<file path="src/brl_pkg.sv">
// Constants and carrier types for the braking resistor duty limiter.
// Assumes a single 250 MHz system clock and settings held by the drive's control logic.
//
// Behaviour
// The limit mode has two values, reset to 1: 0 drives the resistor freely, 1 applies the duty limit.
// With limit mode 1 the resistor drive is asserted only within the share of time the duty level allows.
// The duty level accepts 0 to 30 percent and resets to 10 percent.
// The duty level is only shown and only takes new values while the limit mode is 1.
// Continuous braking is cut off after 15 seconds and the drive stays off until the braking request is withdrawn.
// The duty level is the braking share of one operation cycle, deceleration over the whole cycle times 100.
// The continuous-braking timer restarts from zero whenever the braking request is withdrawn.
package brl_pkg;

    localparam int BRL_CLK_HZ = 250_000_000;
    localparam int BRL_CONT_LIMIT_SEC = 15;
    localparam logic BRL_MODE_FREE = 1'b0;
    localparam logic BRL_MODE_LIMIT = 1'b1;
    localparam logic BRL_MODE_RESET = BRL_MODE_LIMIT;
    localparam logic [4:0] BRL_DUTY_MAX = 5'h1e;
    localparam logic [4:0] BRL_DUTY_RESET = 5'h0a;
    localparam logic [6:0] BRL_PERCENT_FULL = 7'h64;

    // Settings as written by the drive's parameter logic
    typedef struct packed {
        logic brake_limit_mode;
        logic duty_write;
        logic [4:0] duty_value;
    } brl_cfg_t;

    // Settings as shown back to the parameter display
    typedef struct packed {
        logic brake_limit_mode;
        logic duty_visible;
        logic [4:0] brake_duty_level;
    } brl_view_t;

endpackage

</file>
<file path="src/brl_limiter.sv">
// Braking resistor duty limiter: gates the dynamic braking drive signal.
// Assumes brake_req_i comes from control logic on clk_sys_i; no synchroniser needed.
`timescale 1ns/100ps

module brl_limiter import brl_pkg::*; #(
    parameter int CYCLE_CLKS = 1000,
    parameter longint CONT_LIMIT_CLKS = longint'(BRL_CONT_LIMIT_SEC) * BRL_CLK_HZ
) (
    input wire logic clk_sys_i,
    input wire logic sys_rst_i,
    input wire brl_cfg_t cfg_i,
    input wire logic brake_req_i,
    output brl_view_t view_o,
    output logic dynamic_braking_o,
    output logic cont_expired_o
);

    localparam int SLOT_W = 7;
    localparam int DIV_W = $clog2(CYCLE_CLKS + 1);
    localparam int CNT_W = $clog2(CONT_LIMIT_CLKS + 1);

    ////////////////////////////////////////////////////////////////////////////
    // Parameter checks

    if (CYCLE_CLKS < 1) begin : gen_cycle_check
        $error("brl_limiter: CYCLE_CLKS must be at least 1");
    end

    if (CONT_LIMIT_CLKS < 2) begin : gen_limit_check
        $error("brl_limiter: CONT_LIMIT_CLKS must be at least 2");
    end

    // The slot counter must hold every slot of one operation cycle
    if ((1 << SLOT_W) <= BRL_PERCENT_FULL) begin : gen_slot_check
        $error("brl_limiter: SLOT_W too narrow for the cycle slots");
    end

    if (BRL_DUTY_MAX >= BRL_PERCENT_FULL) begin : gen_duty_check
        $error("brl_limiter: duty maximum must be below a full cycle");
    end

    logic mode_reg;
    logic [4:0] duty_reg;
    logic [4:0] duty_next;
    logic [4:0] view_level_reg;
    logic [DIV_W-1:0] div_reg;
    logic [SLOT_W-1:0] slot_reg;
    logic [CNT_W-1:0] cont_reg;
    logic expired_reg;
    logic drive_reg;
    logic duty_allow;
    logic drive_next;

    ////////////////////////////////////////////////////////////////////////////
    // Settings

    always_ff @(posedge clk_sys_i or posedge sys_rst_i) begin
        if (sys_rst_i) begin
            mode_reg <= BRL_MODE_RESET;
        end else begin
            mode_reg <= cfg_i.brake_limit_mode;
        end
    end

    // Writes count only while the registered mode is limit; out-of-range values are dropped
    always_comb begin
        duty_next = duty_reg;
        if (cfg_i.duty_write && mode_reg == BRL_MODE_LIMIT && cfg_i.duty_value <= BRL_DUTY_MAX) begin
            duty_next = cfg_i.duty_value;
        end
    end

    always_ff @(posedge clk_sys_i or posedge sys_rst_i) begin
        if (sys_rst_i) begin
            duty_reg <= BRL_DUTY_RESET;
        end else begin
            duty_reg <= duty_next;
        end
    end

    // Shown level is built from the next mode and duty so it lines up with mode_reg
    always_ff @(posedge clk_sys_i or posedge sys_rst_i) begin
        if (sys_rst_i) begin
            view_level_reg <= BRL_DUTY_RESET;
        end else if (cfg_i.brake_limit_mode == BRL_MODE_LIMIT) begin
            view_level_reg <= duty_next;
        end else begin
            view_level_reg <= 5'h00;
        end
    end

    assign view_o = {mode_reg, (mode_reg == BRL_MODE_LIMIT), view_level_reg};

    ////////////////////////////////////////////////////////////////////////////
    // Operation cycle split into 100 slots; braking allowed in the first duty slots

    always_ff @(posedge clk_sys_i or posedge sys_rst_i) begin
        if (sys_rst_i) begin
            div_reg <= '0;
            slot_reg <= '0;
        end else if (div_reg == DIV_W'(CYCLE_CLKS - 1)) begin
            div_reg <= '0;
            slot_reg <= (slot_reg == BRL_PERCENT_FULL - 7'h01) ? 7'h00 : slot_reg + 7'h01;
        end else begin
            div_reg <= div_reg + DIV_W'(1);
        end
    end

    assign duty_allow = (slot_reg < {2'b00, duty_reg});

    ////////////////////////////////////////////////////////////////////////////
    // Continuous braking timer

    always_ff @(posedge clk_sys_i or posedge sys_rst_i) begin
        if (sys_rst_i) begin
            cont_reg <= '0;
            expired_reg <= 1'b0;
        end else if (!brake_req_i) begin
            cont_reg <= '0;
            expired_reg <= 1'b0;
        end else if (cont_reg == CNT_W'(CONT_LIMIT_CLKS - 1)) begin
            expired_reg <= 1'b1;
        end else begin
            cont_reg <= cont_reg + CNT_W'(1);
        end
    end

    ////////////////////////////////////////////////////////////////////////////
    // Drive output

    always_comb begin
        drive_next = brake_req_i && !expired_reg && !(cont_reg == CNT_W'(CONT_LIMIT_CLKS - 1));
        if (mode_reg == BRL_MODE_LIMIT) begin
            drive_next = drive_next && duty_allow;
        end
    end

    always_ff @(posedge clk_sys_i or posedge sys_rst_i) begin
        if (sys_rst_i) begin
            drive_reg <= 1'b0;
        end else begin
            drive_reg <= drive_next;
        end
    end

    assign dynamic_braking_o = drive_reg;
    assign cont_expired_o = expired_reg;

    ////////////////////////////////////////////////////////////////////////////
    // Checks

    no_req_off_a: assert property (@(posedge clk_sys_i) disable iff (sys_rst_i)
        !brake_req_i |=> !dynamic_braking_o && cont_reg == '0)
        else $error("drive or timer active after request withdrawn");

    expired_off_a: assert property (@(posedge clk_sys_i) disable iff (sys_rst_i)
        expired_reg |-> !dynamic_braking_o)
        else $error("drive active after continuous limit");

    limit_duty_a: assert property (@(posedge clk_sys_i) disable iff (sys_rst_i)
        $past(mode_reg) && $past(slot_reg) >= {2'b00, $past(duty_reg)} |-> !dynamic_braking_o)
        else $error("drive outside duty window");

    free_mode_a: assert property (@(posedge clk_sys_i) disable iff (sys_rst_i)
        !mode_reg && brake_req_i && !expired_reg && cont_reg < CNT_W'(CONT_LIMIT_CLKS - 1) |=> dynamic_braking_o)
        else $error("free mode did not drive");

    duty_range_a: assert property (@(posedge clk_sys_i) disable iff (sys_rst_i)
        duty_reg <= BRL_DUTY_MAX)
        else $error("duty level out of range");

    duty_hold_a: assert property (@(posedge clk_sys_i) disable iff (sys_rst_i)
        !mode_reg |=> $stable(duty_reg))
        else $error("duty level changed in free mode");

    slot_wrap_a: assert property (@(posedge clk_sys_i) disable iff (sys_rst_i)
        slot_reg < BRL_PERCENT_FULL)
        else $error("cycle slot out of range");

    expire_set_a: assert property (@(posedge clk_sys_i) disable iff (sys_rst_i)
        brake_req_i && cont_reg == CNT_W'(CONT_LIMIT_CLKS - 1) |=> expired_reg || !brake_req_i)
        else $error("continuous limit not flagged");

    drive_needs_req_a: assert property (@(posedge clk_sys_i) disable iff (sys_rst_i)
        dynamic_braking_o |-> $past(brake_req_i))
        else $error("drive active without a request");

    hidden_level_a: assert property (@(posedge clk_sys_i) disable iff (sys_rst_i)
        !mode_reg |-> view_o.brake_duty_level == 5'h00 && !view_o.duty_visible)
        else $error("duty level shown in free mode");

    shown_level_a: assert property (@(posedge clk_sys_i) disable iff (sys_rst_i)
        mode_reg |-> view_o.duty_visible && view_o.brake_duty_level == duty_reg)
        else $error("duty level not shown in limit mode");

    duty_take_a: assert property (@(posedge clk_sys_i) disable iff (sys_rst_i)
        cfg_i.duty_write && mode_reg && cfg_i.duty_value <= BRL_DUTY_MAX |=> duty_reg == $past(cfg_i.duty_value))
        else $error("valid duty write not taken");

    duty_refuse_a: assert property (@(posedge clk_sys_i) disable iff (sys_rst_i)
        cfg_i.duty_value > BRL_DUTY_MAX |=> $stable(duty_reg))
        else $error("out of range duty taken");

    timer_step_a: assert property (@(posedge clk_sys_i) disable iff (sys_rst_i)
        brake_req_i && cont_reg != CNT_W'(CONT_LIMIT_CLKS - 1) |=> cont_reg == $past(cont_reg) + CNT_W'(1))
        else $error("braking timer did not advance");

    expired_hold_a: assert property (@(posedge clk_sys_i) disable iff (sys_rst_i)
        expired_reg && brake_req_i |=> expired_reg)
        else $error("continuous limit released while request held");

    expired_clear_a: assert property (@(posedge clk_sys_i) disable iff (sys_rst_i)
        !brake_req_i |=> !cont_expired_o)
        else $error("limit flag kept after request withdrawn");

    limit_allow_a: assert property (@(posedge clk_sys_i) disable iff (sys_rst_i)
        mode_reg && brake_req_i && !expired_reg && cont_reg < CNT_W'(CONT_LIMIT_CLKS - 1)
        && slot_reg < {2'b00, duty_reg} |=> dynamic_braking_o)
        else $error("drive missing inside duty window");

    div_range_a: assert property (@(posedge clk_sys_i) disable iff (sys_rst_i)
        div_reg <= DIV_W'(CYCLE_CLKS - 1))
        else $error("slot divider out of range");

    slot_step_a: assert property (@(posedge clk_sys_i) disable iff (sys_rst_i)
        div_reg != DIV_W'(CYCLE_CLKS - 1) |=> $stable(slot_reg))
        else $error("slot moved before divider wrapped");

endmodule

</file>
<file path="config.mk">
export PLATFORM = sky130hd
export DESIGN_NAME = brl_limiter
export DESIGN_NICKNAME = d
export VERILOG_FILES = /design/src/brl_pkg.sv /design/src/brl_limiter.sv
export SDC_FILE = /design/constraint.sdc
export NUM_CORES = 1
export LEC_CHECK = 0
export BUFFER_PORTS_ARGS = -buffer_cell sky130_fd_sc_hd__buf_2
export CAP_MARGIN = 20
export CORE_ASPECT_RATIO = 1.1
export CORE_MARGIN = 2
export CORE_UTILIZATION = 41
export DETAILED_ROUTE_END_ITERATION = 16
export HOLD_SLACK_MARGIN = 0.05
export PLACE_DENSITY_LB_ADDON = 0.12
export REMOVE_ABC_BUFFERS = 1
export SYNTH_ARGS = -nofsm -noshare
export SYNTH_HDL_FRONTEND = slang
export SYNTH_SLANG_ARGS = --single-unit
export TNS_END_PERCENT = 20
</file>
<file path="constraint.sdc">
create_clock -name clk_sys_i -period 2.4 [get_ports clk_sys_i]
set_input_delay 0.6 -clock clk_sys_i [delete_from_list [all_inputs] [get_ports clk_sys_i]]
set_output_delay 0.6 -clock clk_sys_i [all_outputs]
set_load 0.005 [all_outputs]
</file>
Word-level counts from Yosys, hierarchy flattened:

Index checks and enable logic that the tools add are counted.
W data, S select, Z words.

* add/subtract/negate cells: 3
* order comparisons: 2
* equality and inequality tests: 5
* mux-type cells: 9
* reductions and logical operators: 7

Operator list (number)
* $mux W32: 2
* $add A32 B1 Y32 const B: 1
* $eq A32 B32 Y1 const B: 1
* $add A10 B1 Y10 const B: 1
* $eq A10 B10 Y1 const B: 1
* $mux W10: 1
* $mux W5: 2
* $add A7 B1 Y7 const B: 1
* $eq A7 B7 Y1 const B: 1
* $lt A7 B5 Y1: 1
* $mux W7: 1
* $le A5 B5 Y1 const B: 1
* $logic_and A1 B1 Y1: 5
* $mux W1: 3
* $logic_not A1 Y1: 2
* $ne A2 B1 Y1 const B: 1
* $ne A2 B2 Y1 const B: 1

* register bits: 62
* logic and storage cells: 34

Logic depth before layout (Yosys ltp):

Gate-level depths: netlist of run 1.

* depth in word-level cells: 5
* depth in mapped cells: 7
* depth with buffers taken out: 6

Least setup slack after synthesis of run 1:

No wires, ideal clock.

* path kind: flip-flop to flip-flop
* start: register cont_reg[0]
* end: register cont_reg[0]
* setup time: 119 ps
* arrival: 1773 ps
* required time: 2281 ps
* setup slack: 508 ps
* cell stages (with the launch flop): 8
* path buffers: 1
* path through: dfrtp_1 -> ha_1 -> and3_1 -> nand2b_1 -> or4_4 -> buf_6 -> xor2_1 -> and2_1

* longest elaborated chain between the ends: 3
* elaborated cells between the ends (all ways): 5

Ends and longest elaborated chain
* start, declared: RTL line brl_limiter.sv:48 `logic [CNT_W-1:0] cont_reg;`
* start signal, assigned: RTL line brl_limiter.sv:124 `cont_reg <= cont_reg + CNT_W'(1);`
* $add A32 B1 Y32: RTL line brl_limiter.sv:124
* $mux W32: RTL line brl_limiter.sv:121 `end else if (cont_reg == CNT_W'(CONT_LIMIT_CLKS - 1)) begin`
* $mux W32: RTL line brl_limiter.sv:118 `end else if (!brake_req_i) begin`

Several ways; a longest one is shown, not always the timed one. The select of a mux whose other input is x is not followed.
A chain may end at the register's enable or synchronous reset.

Final worst setup path of run 1:

Same ends and word-level chain as after synthesis.

==> results.py, run 1 <==
metrics = {
    "run_status": {
        "status": "completed",
    },
    "synthesis": {
        "avgSynthCellArea_um2": 10.4,
        "syn_inst": 298,
        "synth_edf_count": 0,
        "async_flop_share": 1.00,
        "synth_area_um2": 3110,
        "synthAdderAreaFrac": 0.0282,
        "synth_cell_types": 51,
        "synth-seq-area-share": 0.501,
        "synth_xor_area_frac": 0.0817,
        "muxShareOfSynthArea": 0.0173,
        "synth_compound_gate_area_share": 0.0800,
        "yosys.area_share.simple": 0.259,
        "ys_ff_latch": 62,
        "synth_top_family_by_area": "simple AND/OR/NAND/NOR gates",
        "ys_warn_count": 0,
        "ys.flop_type": "dfrtp_1",
    },
    "critical_path": {
        "crit_path_end_kind": "register",
        "worstPathRequired_ns": 2.63,
        "worst_ep_arrival_time_ns": 2.21,
        "start_kind": "register",
        "crit_path_max_fanout": 7,
        "crit_type": "register to register",
        "rrSetupSlack_ns": 0.41,
    },
    "detailed_routing": {
        "drtAntennaViolNets": 0,
        "drt_wl_total_um": 5770,
        "first_pass_iters": 4,
        "vias": 2199,
        "routed-wl-met3_um": 222,
        "route.layer.met1.wl_um": 2780,
        "wire_per_inst_um": 13.9,
        "via_per_inst": 5.29,
        "route.detailed.drc": 0,
        "wl_met2_um": 2690,
        "drtIter0Drc": 101,
        "top_layer_used": "met4",
    },
    "die": {
        "fp-row-count": 33,
        "dieArea_um2": 8300,
        "start_util": 0.421,
        "fp.dieW_um": 87.0,
        "core_area_um2": 7390,
        "die_h_um": 95.4,
        "ios": 19,
    },
    "sta": {
        "rsz0062_at_grt": "no",
        "setup_viol_count_final": 0,
        "finalWorstSetupSlack_ns": 0.414,
        "tns_ns": 0,
        "timing.fmax_mhz": 504,
        "hold_viol_final": 0,
        "maxSlewHeadroom": 0.719,
        "fin_skew_ns": 0.00852,
        "worst_slew_pin_slew_ns": 0.421,
        "whs_ns": 0.253,
        "min_period_over_period": 0.827,
        "slew_violations": 0,
        "min_period_ns": 1.99,
    },
    "cells_and_area": {
        "final_nets": 341,
        "layout_common_cells": "dfrtp_1, and2_1, xnor2_1, nand2_1, buf_2",
        "n_fill_cell": 681,
        "area_growth_pct": 14.1,
        "seqCellArea_um2": 1560,
        "layout-drive-gt1-share": 0.182,
        "largest_register_ff_count": 32,
        "multi_input_area_um2": 1450,
        "final_cells": 416,
        "layout_commonest_cell": "dfrtp_1",
        "insertedDiodeCount": 0,
        "final_util": 0.480,
        "final_area_um2": 3550,
    },
    "power": {
        "p_int_mw": 1.84,
        "p_sw_uw": 467,
        "clockPowerShare": 0.483,
        "ir_drop_mv": 0.328,
        "power.total_mw": 2.30,
        "swShare": 0.203,
        "cellLeakagePower_nw": 1.62,
        "pwr-share-comb": 0.045,
        "p_per_area_nw_per_um2": 649,
        "seqPwrFrac": 0.473,
    },
    "clocking": {
        "cts_sinks": 62,
        "hold_buffers": 0,
        "cts_tree": "yes",
        "clockBufferDepth": 2,
        "cts_resized": 0,
        "cts-htree-levels": 3,
        "insertion_delay_ns": 0.34,
        "cts_buffers": 9,
        "cts_setup_buffers": 0,
        "clockRootBuffer": "clkbuf_8",
        "path_clk_slew_ns": 0.07,
    },
    "run": {
        "maxCapViolations": 0,
    },
    "hold_path": {
        "min_path_type": "primary input to asynchronous set/reset pin",
    },
    "placement": {
        "dp_slack_ns": 0.453,
        "hpwl_um": 4010,
        "place_area_um2": 3310,
        "place.gp.congestion": 0.795,
        "dp.cells": 400,
        "port_buffers": 18,
    },
    "global_route": {
        "grt_overflow_total": 0,
        "antenna_found_initial": 0,
        "grt_max_degree": 45,
        "grt_pass1_wl_um": 10300,
        "track_usage": 0.159,
        "grt_pass1_vias": 2179,
    },
}
## per-layer routing
layer	GRT usage	vias to the layer above
li1	-	1109
met1	0.207	1040
met2	0.250	44
met3	0.0424	6
met4	0.0703	0
met5	0	-
## critical path, cell delays in order (launching register included)
cell	delay, ns
dfrtp_1	0.40
ha_1	0.21
and3_1	0.26
nand2b_1	0.10
or4_4	0.60
xor2_1	0.17
and2_1	0.15
## power by group through the flow
stage          Clock, mW  Combinational, mW  Sequential, mW
2_1_floorplan          0             0.0553            1.11
3_3_place_gp           0              0.106            1.11
3_5_place_dp           0              0.106            1.11
4_1_cts             1.15              0.107            1.09
5_1_grt             1.21              0.122            1.09
6_report            1.11              0.103            1.09
## area by class of cell
| type | count | area share |
|---|---|---|
| Clock inverter | 4 | 0.0268 |
| Inverter | 10 | 0.0106 |
| Sequential cell | 62 | 0.439 |
| Timing Repair Buffer | 25 | 0.0437 |
| Multi-Input combinational cell | 216 | 0.408 |
| Tap cell | 87 | 0.0307 |
| Clock buffer | 12 | 0.0409 |
## synthesized netlist by cell type, types with 4 or more instances
| cell type | instances | area share |
|---|---|---|
| o21ai_0 | 14 | 0.023 |
| nand4_1 | 17 | 0.034 |
| nand2b_1 | 4 | 0.0080 |
| nor2_1 | 14 | 0.017 |
| xnor2_1 | 23 | 0.065 |
| nor3_1 | 6 | 0.0097 |
| and2_1 | 27 | 0.054 |
| inv_1 | 10 | 0.012 |
| nand2_1 | 18 | 0.022 |
| and3_1 | 11 | 0.022 |
| xor2_1 | 6 | 0.017 |
| dfstp_2 | 5 | 0.042 |
| dfrtp_1 | 57 | 0.46 |
| a21oi_1 | 5 | 0.0080 |
| a31oi_1 | 6 | 0.012 |
| nand3_1 | 14 | 0.023 |
| ha_1 | 7 | 0.028 |
## cell families after synthesis
family,Yosys count
and+or+nand+nor,136
AOI/OAI and AO/OA,39
muxes,5
DFF,62
buffers and inverters,20
xor gates and xnor gates,29
adders and majority gates,7
## path summary, 6_finish.rpt
path                                          from                      end  cells after the start
min                                      sys_rst_i    duty_reg[4]$_DFF_PP0_                      2
max in group asynchronous                sys_rst_i     div_reg[8]$_DFF_PP0_                      3
min reg2reg                   div_reg[0]$_DFF_PP0_     div_reg[0]$_DFF_PP0_                      1
max reg2reg                cont_reg[0]$_DFFE_PP0P_  cont_reg[0]$_DFFE_PP0P_                      6
max                        cont_reg[0]$_DFFE_PP0P_  cont_reg[0]$_DFFE_PP0P_                      6
min in group clk_sys_i                    cfg_i[6]       mode_reg$_DFF_PP1_                      1
Power figures use the tool's default switching activity.
==> run 2: changes to the inputs <==
--- a/config.mk
+++ b/config.mk
@@ -5,6 +5,7 @@
 export SDC_FILE = /design/constraint.sdc
 export NUM_CORES = 1
 export LEC_CHECK = 0
+export ABC_AREA = 1
 export BUFFER_PORTS_ARGS = -buffer_cell sky130_fd_sc_hd__buf_2
 export CAP_MARGIN = 20
 export CORE_ASPECT_RATIO = 1.1
==> constraint.sdc (replaced) <==
create_clock -name clk_sys_i -period 1.9 [get_ports clk_sys_i]
set_input_delay 0.475 -clock clk_sys_i [delete_from_list [all_inputs] [get_ports clk_sys_i]]
set_output_delay 0.475 -clock clk_sys_i [all_outputs]
set_load 0.005 [all_outputs]
==> run 2 against run 1 <==
Net effect: count of clock-buffer cells in the layout fell by 3; core utilization decreased by 0.33 points; total power up 17%; combinational power grew 41%; via count is 39% higher; global-route usage rose by 2.4 points; maximum frequency increased by 32%; first-iteration DRC count is 0.99% lower; critical path type unchanged; hold slack got worse by 0.0021 ns; largest power group is now sequential cells; die area is 15% higher; cell count up 54%.
==> results.py, run 2 <==
metrics = {
    "run_status": {
        "status": "completed",
    },
    "sta": {
        "min_period_ns": 1.51,
        "hold_viol_final": 0,
        "slew_violations": 0,
        "min_period_over_period": 0.794,
        "maxSlewHeadroom": 0.597,
        "timing.fmax_mhz": 663,
        "worst_slew_pin_slew_ns": 0.603,
        "setup_viol_count_final": 0,
        "fin_skew_ns": 0.0104,
        "rsz0062_at_grt": "no",
        "tns_ns": 0,
    },
    "critical_path": {
        "crit_path_end_kind": "register",
        "start_kind": "register",
        "crit_path_max_fanout": 7,
        "worstPathRequired_ns": 2.16,
        "worst_ep_arrival_time_ns": 1.76,
        "crit_type": "register to register",
    },
    "die": {
        "die_h_um": 102,
        "fp-row-count": 35,
        "fp.dieW_um": 93.3,
        "core_area_um2": 8450,
        "dieArea_um2": 9530,
        "start_util": 0.425,
        "ios": 19,
    },
    "clocking": {
        "cts_sinks": 62,
        "cts-htree-levels": 3,
        "cts_tree": "yes",
        "cts_setup_buffers": 0,
        "path_clk_slew_ns": 0.08,
        "clockBufferDepth": 2,
        "clockRootBuffer": "clkbuf_8",
        "insertion_delay_ns": 0.35,
        "cts_buffers": 9,
    },
    "global_route": {
        "grt_pass1_vias": 2951,
        "grt_pass1_wl_um": 13500,
        "track_usage": 0.183,
        "grt_overflow_total": 0,
        "antenna_found_initial": 0,
        "grt_max_degree": 40,
    },
    "synthesis": {
        "avgSynthCellArea_um2": 7.24,
        "synth_cell_types": 33,
        "synth.most_common_cell": "nand2_1",
        "async_flop_share": 1.00,
        "synthAdderAreaFrac": 0.0244,
        "ys.flop_type": "dfrtp_1",
        "ys_warn_count": 0,
        "synth_top_area_cell": "dfrtp_1",
        "synth_edf_count": 0,
        "muxShareOfSynthArea": 0,
        "yosys-top-cells-count": "nand2_1, nor2_1, dfrtp_1",
        "synth_top_family_by_area": "simple AND/OR/NAND/NOR gates",
        "synth_compound_gate_area_share": 0.0435,
        "synth_xor_area_frac": 0.0195,
        "synth_area_um2": 3590,
        "synthTopCellsByArea": "dfrtp_1, nand2_1, nor2_1, inv_1, nand3_1",
        "yosysTopAreaCellShare": 0.397,
        "ys_ff_latch": 62,
        "syn_inst": 496,
        "synth-seq-area-share": 0.433,
        "yosys.area_share.simple": 0.408,
    },
    "placement": {
        "place.gp.congestion": 0.849,
        "port_buffers": 18,
        "hpwl_um": 5780,
    },
    "power": {
        "cellLeakagePower_nw": 1.87,
        "ir_drop_mv": 0.334,
        "p_per_area_nw_per_um2": 669,
    },
    "run": {
        "maxCapViolations": 0,
    },
    "cells_and_area": {
        "final_nets": 541,
        "area_growth_pct": 12.2,
        "final_util": 0.477,
        "insertedDiodeCount": 0,
        "layout_commonest_cell": "nand2_1",
        "layout-drive-gt1-share": 0.157,
        "largest_register_ff_count": 32,
        "layout_common_cells": "nand2_1, nor2_1, dfrtp_1, inv_1, nand3_1",
    },
    "detailed_routing": {
        "vias": 3055,
        "first_pass_iters": 5,
        "wire_per_inst_um": 12.1,
        "drtAntennaViolNets": 0,
        "via_per_inst": 4.77,
        "route.detailed.drc": 0,
        "drtIter0Drc": 100,
        "drt_wl_total_um": 7760,
    },
    "hold_path": {
        "min_path_type": "primary input to register",
    },
}
[run 2: cell types whose count changed after synthesis, moves of 8 or more]
cell     previous run  this run
nand4_1            17         3
nor2_2              0         8
and2_1             27         2
nor2_1             14        87
nand2_2             0        12
nand2_1            18       155
xnor2_1            23         3
inv_1              10        56
nand3_1            14        31
and3_1             11         1
[run 2: worst max-delay path: stages (launching register included)]
cell and delay [ns]:
dfrtp_1 0.41, ha_1 0.22, nand2_2 0.11, nor2_8 0.15, nand3_2 0.10, nor2_4 0.16, nand3_2 0.14, nand2_1 0.09
inv_1 0.04
[run 2: power breakdown]
part           internal [mW]  leakage [nW]  switching [mW]
Clock                  0.607        0.0914           0.574
Combinational         0.0516         0.961          0.0935
Sequential              1.36         0.816          0.0134
[run 2: logic make-up (layout without fill, tap and decap cells)]
| family | after synthesis | count (layout) |
|---|---|---|
| AND/OR/NAND/NOR | 326 | 326 |
| buffers and inverters | 63 | 96 |
| flip-flops | 62 | 62 |
| AO/OA/AOI/OAI | 30 | 30 |
| XOR/XNOR | 8 | 8 |
| adder cells (fa/ha/maj) | 7 | 7 |
[run 2: what timing repair did]
item / CTS / global route
hold endpoints to repair: 7 / 0
hold buffers: 1 / 0
resized for setup: 0 / 0
[run 2: path summary, 6_finish.rpt]
check | start | end | slack, ns | cells past startpoint
hold reg to reg | cont_reg[13]$_DFFE_PP0P_ | cont_reg[13]$_DFFE_PP0P_ | 0.50 | 1
setup reg to reg | cont_reg[0]$_DFFE_PP0P_ | cont_reg[7]$_DFFE_PP0P_ | 0.39 | 8
max in group asynchronous | sys_rst_i | mode_reg$_DFF_PP1_ | 0.79 | 4
min in group asynchronous | sys_rst_i | div_reg[1]$_DFF_PP0_ | 0.58 | 3
hold / removal | cfg_i[6] | mode_reg$_DFF_PP1_ | 0.25 | 1
setup / recovery | cont_reg[0]$_DFFE_PP0P_ | cont_reg[7]$_DFFE_PP0P_ | 0.39 | 8
[run 2: area by class of cell]
type                       instances  area [µm²]
clock buffer                       9         124
clock inverter                     7        75.1
fill                             854        4420
inverter                          58         218
multi-input combinational        371        1780
sequential                        62        1560
tap                              111         139
timing repair buffer              22         135
[run 2: per-layer routing]
| metal | GRT usage | vias up | share of wire | routed length (µm) |
|---|---|---|---|---|
| li1 | - | 1586 | - | - |
| met1 | 0.235 | 1411 | 0.47 | 3670 |
| met2 | 0.304 | 48 | 0.48 | 3730 |
| met3 | 0.0472 | 10 | 0.031 | 239 |
| met4 | 0.0600 | 0 | 0.015 | 116 |
| met5 | 0 | - | 0 | 0 |
[run 2: metrics by stage]
step,hold WS [ns],cell area [µm²],setup slack [ns],cells,power (mW)
2_1_floorplan,0.455,3560,-0.108,491,1.48
3_3_place_gp,0.401,3820,0.404,623,1.54
3_5_place_dp,0.397,3820,0.390,623,1.54
4_1_cts,0.236,4030,0.386,640,2.74
5_1_grt,0.235,4030,0.195,640,2.82
6_report,0.251,4030,0.392,640,2.70
==> run 3: changes to the inputs <==
==> constraint.sdc (replaced) <==
create_clock -name clk_sys_i -period 1.3 [get_ports clk_sys_i]
set_input_delay 0.325 -clock clk_sys_i [delete_from_list [all_inputs] [get_ports clk_sys_i]]
set_output_delay 0.325 -clock clk_sys_i [all_outputs]
set_load 0.005 [all_outputs]
==> run 3 against run 2 <==
Net effect: the run now ends with negative setup slack left; design area grew 16%; setup slack got worse by 0.55 ns; sequential power grew 47%; non-clock buffer count increased by 54; sequential cell count is the same; sequential share of layout area decreased by 5.2 points.
==> results.py, run 3 (same netlist as run 2, synthesis figures left out) <==
metrics = {
    "run_status": {
        "status": "finished, violations left",
        "failed_checks": "negative setup slack",
    },
    "sta": {
        "fin_skew_ns": 0.00978,
        "slew_violations": 0,
        "min_period_ns": 1.46,
        "timing.fmax_mhz": 684,
        "whs_ns": 0.0987,
        "hold_viol_final": 0,
        "setup_viol_count_final": 37,
        "rsz0062_at_grt": "yes",
        "maxSlewHeadroom": 0.784,
        "finalWorstSetupSlack_ns": -0.162,
        "worst_slew_pin_slew_ns": 0.323,
        "min_period_over_period": 1.12,
    },
    "run": {
        "maxCapViolations": 0,
    },
    "die": {
        "core_area_um2": 8450,
        "start_util": 0.425,
        "die_h_um": 102,
        "dieArea_um2": 9530,
        "fp-row-count": 35,
        "ios": 19,
        "fp.dieW_um": 93.3,
    },
    "clocking": {
        "clockRootBuffer": "clkbuf_8",
        "cts_buffers": 9,
        "cts-htree-levels": 3,
        "path_clk_slew_ns": 0.08,
        "cts_sinks": 62,
        "insertion_delay_ns": 0.35,
        "clockBufferDepth": 2,
        "cts_tree": "yes",
    },
    "placement": {
        "port_buffers": 18,
        "hpwl_um": 6260,
        "place.gp.congestion": 0.889,
    },
    "critical_path": {
        "start_kind": "register",
        "crit_path_end_kind": "register",
        "crit_type": "register to register",
        "worst_ep_arrival_time_ns": 1.71,
        "reg2reg_from": "cont_reg[0]$_DFFE_PP0P_",
        "worstPathRequired_ns": 1.55,
        "crit_path_start": "cont_reg[0]$_DFFE_PP0P_",
        "crit_path_max_fanout": 7,
    },
    "detailed_routing": {
        "route.detailed.drc": 0,
        "via_per_inst": 4.77,
        "vias": 3313,
        "drtAntennaViolNets": 0,
        "drt_wl_total_um": 8480,
        "first_pass_iters": 4,
        "drtIter0Drc": 143,
        "wire_per_inst_um": 12.2,
    },
    "power": {
        "p_per_area_nw_per_um2": 904,
        "cellLeakagePower_nw": 2.22,
        "ir_drop_mv": 0.448,
        "power.total_mw": 4.21,
    },
    "global_route": {
        "grt_overflow_total": 0,
        "antenna_found_initial": 0,
        "grt_pass1_vias": 3277,
        "grt_pass1_wl_um": 14600,
        "grt_max_degree": 33,
        "track_usage": 0.196,
    },
    "cells_and_area": {
        "n_fill_cell": 806,
        "seqCellArea_um2": 1560,
        "final_util": 0.552,
        "multi_input_area_um2": 1950,
        "largest_register_ff_count": 32,
        "layout_commonest_cell": "nand2_1",
        "layout_common_cells": "nand2_1, nor2_1, dfrtp_1, buf_4, inv_1",
        "final_nets": 595,
        "insertedDiodeCount": 0,
        "layout-drive-gt1-share": 0.307,
        "area_growth_pct": 29.7,
    },
    "hold_path": {
        "hp-start": "cfg_i[6]",
        "min_path_type": "primary input to register",
    },
}
[run 3: changes by cell type in the layout (fill, tap and decap cells not counted), moves of 5 or more]
| cell | before | now |
|---|---|---|
| nor3_1 | 7 | 1 |
| nor2_2 | 8 | 18 |
| buf_4 | 2 | 54 |
| nor2_1 | 87 | 73 |
| inv_1 | 55 | 50 |
| nor3_2 | 1 | 6 |
[run 3: routing by layer]
| layer | vias to the layer above | part of all wire | global-route usage |
|---|---|---|---|
| met5 | - | 0 | 0 |
| met4 | 0 | 0.019 | 0.0837 |
| met3 | 12 | 0.024 | 0.0317 |
| met2 | 50 | 0.49 | 0.343 |
| met1 | 1555 | 0.46 | 0.241 |
| li1 | 1696 | - | - |
[run 3: final cells by class]
cell class,count,share of cell area
Clock buffer,9,0.0266
Clock inverter,7,0.0209
Inverter,58,0.0472
Multi-Input combinational cell,371,0.419
Sequential cell,62,0.335
Tap cell,111,0.0298
Timing Repair Buffer,76,0.121
[run 3: timing repair]
| action | in CTS | in global routing |
|---|---|---|
| gates cloned | 0 | 0 |
| endpoints found under the hold margin | 5 | 0 |
| endpoints found under the setup margin | 45 | 58 |
| gates resized for setup | 20 | 37 |
| hold buffers | 1 | 0 |
| setup buffers | 1 | 3 |
| pin swaps | 5 | 13 |
[run 3: worst paths after layout]
check / to / slack [ns] / depth (start not counted)
worst max-delay path: cont_reg[7]$_DFFE_PP0P_ / -0.16 / 8
worst min-delay path: mode_reg$_DFF_PP1_ / 0.1 / 1
worst max register to register: cont_reg[7]$_DFFE_PP0P_ / -0.16 / 8
worst min register to register: slot_reg[5]$_DFFE_PP0N_ / 0.51 / 2
max in group asynchronous: duty_reg[1]$_DFF_PP1_ / 0.41 / 4
min in group asynchronous: div_reg[0]$_DFF_PP0_ / 0.42 / 3
[run 3: through the flow]
stage,setup WS (ns),cells,TNS (ns),instance area (µm²)
after detailed placement,-0.214,673,-3.54,4220
final,-0.162,694,-3.09,4660
after global placement,-0.165,673,-1.02,4220
after global routing,-0.231,694,-6.22,4660
after CTS,-0.132,691,-2.38,4520
after floorplan,-0.558,491,-33.02,3560
[run 3: worst max-delay path, cell delays in order, from the launching register on]
cell and delay [ns]:
dfrtp_1 0.44, ha_4 0.18, nand2_4 0.07, nor2_8 0.16
nand3_2 0.11, nor2_4 0.14, nand3_2 0.14, nand2_1 0.09
inv_1 0.04
[run 3: report_power, final]
group	total (mW)	switching (mW)	leakage (nW)	internal (mW)
Combinational	0.275	0.153	1.31	0.122
Clock	1.93	0.847	0.106	1.09
Sequential	2.01	0.0224	0.811	1.98
Total	4.21	1.02	2.22	3.19
